File: src/sapfc_pkg.sv
// constants for the converter control block
package sapfc_pkg;
   // register addresses on the internal special-function bus
   localparam logic [15:0] ADDR_RESULT_LO = 16'hff08;
   localparam logic [15:0] ADDR_RESULT_HI = 16'hff09;
   localparam logic [15:0] ADDR_MODE      = 16'hff28;
   localparam logic [15:0] ADDR_CHANNEL   = 16'hff29;
   localparam logic [15:0] ADDR_FAIL_MODE = 16'hff2a;
   localparam logic [15:0] ADDR_THRESHOLD = 16'hff2b;
   // field positions
   localparam int RUN_BIT      = 7;
   localparam int REFGEN_BIT   = 0;
   localparam int TSEL_LSB     = 3;
   localparam int FAIL_EN_BIT  = 7;
   localparam int POLARITY_BIT = 6;
   // write masks: unimplemented bits read as zero
   localparam logic [7:0] MODE_MASK      = 8'hb9;
   localparam logic [7:0] CHANNEL_MASK   = 8'h03;
   localparam logic [7:0] FAIL_MODE_MASK = 8'hc0;
   localparam logic [7:0] REG_RESET      = 8'h00;
   localparam int RES_BITS = 10;
   localparam int RESULT_PAD = 6;
   // conversion periods in system clocks per time-select code
   localparam logic [8:0] PER_288 = 9'd288;
   localparam logic [8:0] PER_240 = 9'd240;
   localparam logic [8:0] PER_192 = 9'd192;
   localparam logic [8:0] PER_144 = 9'd144;
   localparam logic [8:0] PER_120 = 9'd120;
   localparam logic [8:0] PER_96  = 9'd96;
   localparam int SAMPLE_DIV = 6;
   localparam real REF_SETTLE_US = 14.0;
   localparam real CLK_MHZ = 40.0;
   localparam int REF_SETTLE_CYC = int'($ceil(REF_SETTLE_US * CLK_MHZ));
endpackage

File: src/sapfc_ctrl.sv
// 10-bit successive-approximation converter control with power-fail compare
`timescale 1ns/1ps
module sapfc_ctrl
   import sapfc_pkg::*;
(
   // clock and reset
   input  wire logic        sys_clk_i,
   input  wire logic        reset_i,
   // cpu special-function bus
   input  wire logic [15:0] bus_addr_i,
   input  wire logic        bus_wr_i,
   input  wire logic        bus_rd_i,
   input  wire logic [7:0]  bus_wdata_i,
   output logic      [7:0]  bus_rdata_o,
   output logic             bus_wait_o,
   // analog front end
   output logic      [1:0]  chan_sel_o,
   output logic             sample_o,
   output logic             hold_o,
   output logic      [9:0]  tap_code_o,
   input  wire logic        comp_ge_i,
   output logic             ref_gen_enable_o,
   // events
   output logic             conv_done_irq_o
);

   typedef enum logic [1:0]
   {
      SAPFC_IDLE   = 2'b00,
      SAPFC_SAMPLE = 2'b01,
      SAPFC_DECIDE = 2'b10
   } sapfc_state_e;

   typedef struct packed
   {
      sapfc_state_e state;
      logic [7:0]   mode;
      logic [7:0]   channel;
      logic [7:0]   fail_mode;
      logic [7:0]   threshold;
      logic [9:0]   approx;
      logic [9:0]   result;
      logic [3:0]   bit_idx;
      logic [8:0]   cnt;
      logic         irq;
      logic         waited;
      logic [7:0]   rdata;
   } sapfc_s;

   sapfc_s q, d;

   // period lookup, used for both sample and decision spacing
   function automatic logic [8:0] conv_period(input logic [2:0] sel);
      unique case (sel)
         3'b000:  conv_period = PER_288;
         3'b001:  conv_period = PER_240;
         3'b010:  conv_period = PER_192;
         3'b100:  conv_period = PER_144;
         3'b101:  conv_period = PER_120;
         3'b110:  conv_period = PER_96;
         default: conv_period = PER_288; // prohibited codes
      endcase
   endfunction

   logic [8:0] period;
   logic [8:0] sample_len;
   logic [8:0] step_len;
   logic       cfg_wr;
   logic       wait_req;
   logic       qualifies;
   logic       busy;

   assign period     = conv_period(q.mode[TSEL_LSB +: 3]);
   // first sixth samples, rest split across ten decisions
   assign sample_len = 9'(period / SAMPLE_DIV);
   assign step_len   = 9'((period - sample_len) / RES_BITS);
   assign busy       = (q.state != SAPFC_IDLE);
   assign cfg_wr     = bus_wr_i && !bus_wait_o &&
                       (bus_addr_i == ADDR_MODE ||
                        bus_addr_i == ADDR_CHANNEL ||
                        bus_addr_i == ADDR_FAIL_MODE ||
                        bus_addr_i == ADDR_THRESHOLD);
   // one wait on the first cycle of a config write
   assign wait_req   = bus_wr_i && !q.waited &&
                       (bus_addr_i == ADDR_MODE ||
                        bus_addr_i == ADDR_CHANNEL ||
                        bus_addr_i == ADDR_FAIL_MODE ||
                        bus_addr_i == ADDR_THRESHOLD);
   assign bus_wait_o = wait_req;

   // compare against the decided value, upper eight bits only
   always_comb
   begin
      logic [9:0] fin;
      fin = q.approx;
      if (!comp_ge_i)
         fin[0] = 1'b0;
      if (!q.fail_mode[FAIL_EN_BIT])
         qualifies = 1'b1;
      else if (!q.fail_mode[POLARITY_BIT])
         qualifies = (fin[9:2] >= q.threshold);
      else
         qualifies = (fin[9:2] < q.threshold);
   end

   always_comb
   begin
      d        = q;
      d.irq    = 1'b0; // pulse only
      d.waited = wait_req;
      d.cnt    = q.cnt + 9'd1;
      // register reads return state; bits below the two low result bits read zero
      unique case (bus_addr_i)
         ADDR_RESULT_HI: d.rdata = q.result[9:2];
         ADDR_RESULT_LO: d.rdata = {q.result[1:0], 6'h00};
         ADDR_MODE:      d.rdata = q.mode;
         ADDR_CHANNEL:   d.rdata = q.channel;
         ADDR_FAIL_MODE: d.rdata = q.fail_mode;
         ADDR_THRESHOLD: d.rdata = q.threshold;
         default:        d.rdata = 8'h00;
      endcase
      unique case (q.state)
         SAPFC_IDLE:
         begin
            if (q.mode[RUN_BIT])
            begin
               d.state = SAPFC_SAMPLE;
               d.cnt   = 9'd0;
            end
         end
         SAPFC_SAMPLE:
         begin
            if (q.cnt >= sample_len - 9'd1)
            begin
               // hold, then set MSB with tap at half reference
               d.state   = SAPFC_DECIDE;
               d.approx  = 10'h200;
               d.bit_idx = 4'd9;
               d.cnt     = 9'd0;
            end
         end
         SAPFC_DECIDE:
         begin
            if (q.cnt >= step_len - 9'd1)
            begin
               d.cnt = 9'd0;
               // keep bit when input is at least tap
               if (!comp_ge_i)
                  d.approx[q.bit_idx] = 1'b0;
               if (q.bit_idx == 4'd0)
               begin
                  d.result = d.approx; // overwrites unread data
                  d.irq    = qualifies;
                  d.state  = SAPFC_SAMPLE; // back to back
               end
               else
               begin
                  d.bit_idx = q.bit_idx - 4'd1;
                  d.approx[q.bit_idx - 4'd1] = 1'b1;
               end
            end
         end
         default: d.state = SAPFC_IDLE;
      endcase
      // config writes abort and restart from sampling when the run bit is set after the write
      if (cfg_wr)
      begin
         unique case (bus_addr_i)
            ADDR_MODE:      d.mode      = bus_wdata_i & MODE_MASK;
            ADDR_CHANNEL:   d.channel   = bus_wdata_i & CHANNEL_MASK;
            ADDR_FAIL_MODE: d.fail_mode = bus_wdata_i & FAIL_MODE_MASK;
            default:        d.threshold = bus_wdata_i;
         endcase
         d.irq   = 1'b0; // aborted conversion raises nothing
         d.cnt   = 9'd0;
         d.state = SAPFC_IDLE; // halts when run cleared
         if (bus_addr_i == ADDR_MODE ? bus_wdata_i[RUN_BIT]
                                     : q.mode[RUN_BIT])
            d.state = SAPFC_SAMPLE;
      end
      else if (!q.mode[RUN_BIT])
         d.state = SAPFC_IDLE;
   end

   always_ff @(posedge sys_clk_i)
   begin
      if (reset_i)
      begin
         q.state     <= SAPFC_IDLE;
         q.mode      <= REG_RESET;
         q.channel   <= REG_RESET;
         q.fail_mode <= REG_RESET;
         q.threshold <= REG_RESET;
         q.approx    <= 10'h000;
         q.bit_idx   <= 4'd0;
         q.cnt       <= 9'd0;
         q.irq       <= 1'b0;
         q.waited    <= 1'b0;
         q.rdata     <= 8'h00;
         q.result    <= d.result; // left as is over reset
      end
      else
         q <= d;
   end

   assign bus_rdata_o      = q.rdata;
   assign chan_sel_o       = q.channel[1:0];
   assign sample_o         = (q.state == SAPFC_SAMPLE);
   assign hold_o           = (q.state == SAPFC_DECIDE);
   assign tap_code_o       = q.approx;
   assign ref_gen_enable_o = q.mode[REFGEN_BIT];
   assign conv_done_irq_o  = q.irq;
endmodule

File: config.mk
export PLATFORM = sky130hd
export DESIGN_NAME = sapfc_ctrl
export DESIGN_NICKNAME = d
export VERILOG_FILES = /design/src/sapfc_pkg.sv /design/src/sapfc_ctrl.sv
export SDC_FILE = /design/constraint.sdc
export NUM_CORES = 1
export LEC_CHECK = 0
export BUFFER_PORTS_ARGS = -buffer_cell sky130_fd_sc_hd__buf_2
export CELL_PAD_IN_SITES_DETAIL_PLACEMENT = 1
export CELL_PAD_IN_SITES_GLOBAL_PLACEMENT = 2
export CORE_AREA = 2 2 123 125
export DETAILED_ROUTE_END_ITERATION = 10
export DIE_AREA = 0 0 125 127
export PLACE_DENSITY_LB_ADDON = 0.1
export SYNTH_ARGS = -nofsm -noshare
export SYNTH_HDL_FRONTEND = slang
export SYNTH_SLANG_ARGS = --single-unit
File: constraint.sdc
create_clock -name sys_clk_i -period 10.1 [get_ports sys_clk_i]
set_input_delay 1.515 -clock sys_clk_i [delete_from_list [all_inputs] [get_ports sys_clk_i]]
set_output_delay 1.515 -clock sys_clk_i [all_outputs]
set_load 0.02 [all_outputs]
==> run summary <==
Initial Util - 35.51%
via count - 4,787
Fin. Hold Viols - 0
# Max-Cap Violations - 0
Root Driver - clkbuf_16
Post-Synthesis Cells - 635
GPL Wtd Cong - 0.8036
Power Total - 0.5599 mW
PwrDens - 99.43 nW/um2
RSZ-0062 raised after global routing - false
Slew @ Worst Pin - 907.3 ps
share of layout cells above drive strength 1 - 13.73%
Synth Register Bits - 62
top post-synthesis cells by area - dfxtp_1 20%, ha_1 11%, edfxtp_1 5.9%
Synth warnings - 0
Worst Path Required - 10,060 ps
Iteration-0 DRC Markers - 208
CP endpoint kind - register
Final ANT Viol Nets - 0
setup TNS - 0 ps
Max-slew headroom - 37.95%
reg-to-reg endpoint - q[29]
# rows - 44
most used cell, CP - ha_1
die height - 127 um
Final period util - 87.51%
Slowest cell on crit path - a2111oi_0
gr usage total - 19.52%
CTS tree - built
Post-synth EDFFs - 10
crit-path max FO - 17
Worst Reg-to-Reg Cells - 29
placed inst area - 5373 um2
worst hold path class - register to register
gr ovfl total - 0
Final setup viols - 0
ys async rst share - 0%
vias in the first global route - 4,907
clk sinks - 62
post-CTS setup buffers - 0
RR Startpoint - q[70]
worst-case clock skew - 6.112 ps
Layout area overhead - 9.941%
Core Area - 14,420 um2
Routed WL - 15,390 um
fin. max-slew vios - 0
Antenna Cells - 0
fin area - 5632 um2
Fillers - 1,784
Max stage delay on crit path - 810 ps
die width - 125 um
CTS Buffer Depth - 2
# H-tree levels - 3
status - complete, no violations
sequential share of the synthesized area - 26.18%
Mapped Area - 5122 um2
initial antenna violation count - 0
dpl hpwl - 11,900 um
CP Class - register to register
Yosys top cell by area - dfxtp_1
# port buffers - 52
DR pass1 iterations - 4
Avg WL per Cell - 18.17 um
distinct cell type count of the synthesized netlist - 86
CP Data Arrival Time - 8800 ps
flop2flop setup slack - 1260 ps
CP Launch Type - register
CTS Buf Count - 9
Main synth FF type - dfxtp_1
most frequent cells in the layout - 72 x nor2_1, 52 x dfxtp_1, 52 x buf_2, 45 x nand2_1
Fmax achieved - 113.1 MHz
DRC violations left - 0
top-area cell type share of the netlist area - 20.32%
first-pass GRT wire length - 25,540 um
area taken by multi-input logic gates - 3392 um2
minimum clock period - 8838 ps
io pins - 54
Die ar. - 15,880 um2
cts repair resizes - 0
clk_lat worst skew - 330 ps
largest net degree at the start of global routing - 30
CP startpoint - q[70]
FF+latch area - 1341 um2
peak supply drop - 57.84 uV
CP Capture Point - q[29]
cts hold-fix bufs - 0
leak pwr - 2.340 nW
Via-to-Cell Ratio - 5.652
final net count - 730
Worst-path clk slew - 60 ps
Avg Inst Size Synth - 8.067 um2
most common cell after layout, fill and taps aside - nor2_1
-- state kept, by name (all words and copies together) (netlist names) --
register	flops
conv_done_irq_o	1
ref_gen_enable_o	1
tap_code_o	10
bus_rdata_o	8
chan_sel_o	2
q	40
-- synthesized netlist by cell type (all sizes together) (7+ instances only) --
cell     n
nand2   45
xor2     8
xnor2   12
o21a    10
dfxtp   52
ha      43
a31oi   11
nand4    8
o21ai   30
nor3    17
clkbuf  15
and3     8
a21boi  11
nor3b    9
buf     31
o22ai    8
a21oi   44
inv     32
nand3   16
edfxtp  10
nor2    74
mux2i   21
nand2b   7
a21o     9
-- area by class of cell --
class | count | share of cell area (%)
clock inverter | 5 | 0.4666
tap | 184 | 4.088
multi-input combinational | 497 | 60.23
timing repair buffer | 55 | 5.021
sequential | 62 | 23.82
inverter | 33 | 2.244
clock buffer | 11 | 4.132
-- power breakdown --
part / switching, mW / leakage [nW] / internal, mW
sequential: 0.00253 / 0.493 / 0.251
clock: 0.115 / 0.127 / 0.164
combinational: 0.0155 / 1.72 / 0.0115
total: 0.133 / 2.34 / 0.427
-- how the worst min path moves through the flow --
| stage | endpoint | from | slack (ps) | depth (start not counted) |
|---|---|---|---|---|
| final | tap_code_o[1] | tap_code_o[1] | 460 | 2 |
| after global routing | tap_code_o[1] | tap_code_o[1] | 490 | 2 |
| after CTS | tap_code_o[0] | tap_code_o[0] | 470 | 2 |
| after detailed placement | tap_code_o[0] | tap_code_o[0] | 460 | 2 |
| after global placement | tap_code_o[1] | tap_code_o[1] | 450 | 2 |
| after floorplan | tap_code_o[1] | tap_code_o[1] | 440 | 2 |
-- cells by family after synthesis --
kind of cell,Yosys count,synth area share (%)
buffers and inverters,79,7.816
flip-flops,62,26.18
AO/OA/AOI/OAI,175,23.60
other,1,0.07321
AND/OR/NAND/NOR,230,23.45
multiplexers,24,4.763
XOR/XNOR,20,3.420
adder cells (fa/ha/maj),44,10.70
-- worst max-delay path, delay by kind of cell (launching register included) --
family                     cells  cell delay [ps]
AOI/OAI and AO/OA              9             3300
and+or+nand+nor               12             3250
adders and majority gates      4             1070
buffers and inverters          4              560
DFF                            1              290
-- stage by stage --
stage / cells / utilization [%] / worst slack, ps / hold slack, ps
final: 847 / 39.04 / 1262 / 461.4
after global routing: 847 / 39.04 / 666.3 / 493.1
after CTS: 847 / 39.04 / 1266 / 470.0
after detailed placement: 831 / 37.25 / 1335 / 461.1
after global placement: 831 / 37.25 / 1617 / 452.4
after floorplan: 638 / - / 3082 / 436.8
-- layer usage --
metal | wire length (um) | global-route usage (%) | up-vias
li1 | - | - | 2355
met3 | 375 | 2.680 | 15
met4 | 189 | 3.922 | 0
met5 | 0 | 0 | -
met2 | 7982 | 36.32 | 70
met1 | 6842 | 24.16 | 2347
No activity file was read; power rests on OpenSTA's default activity.
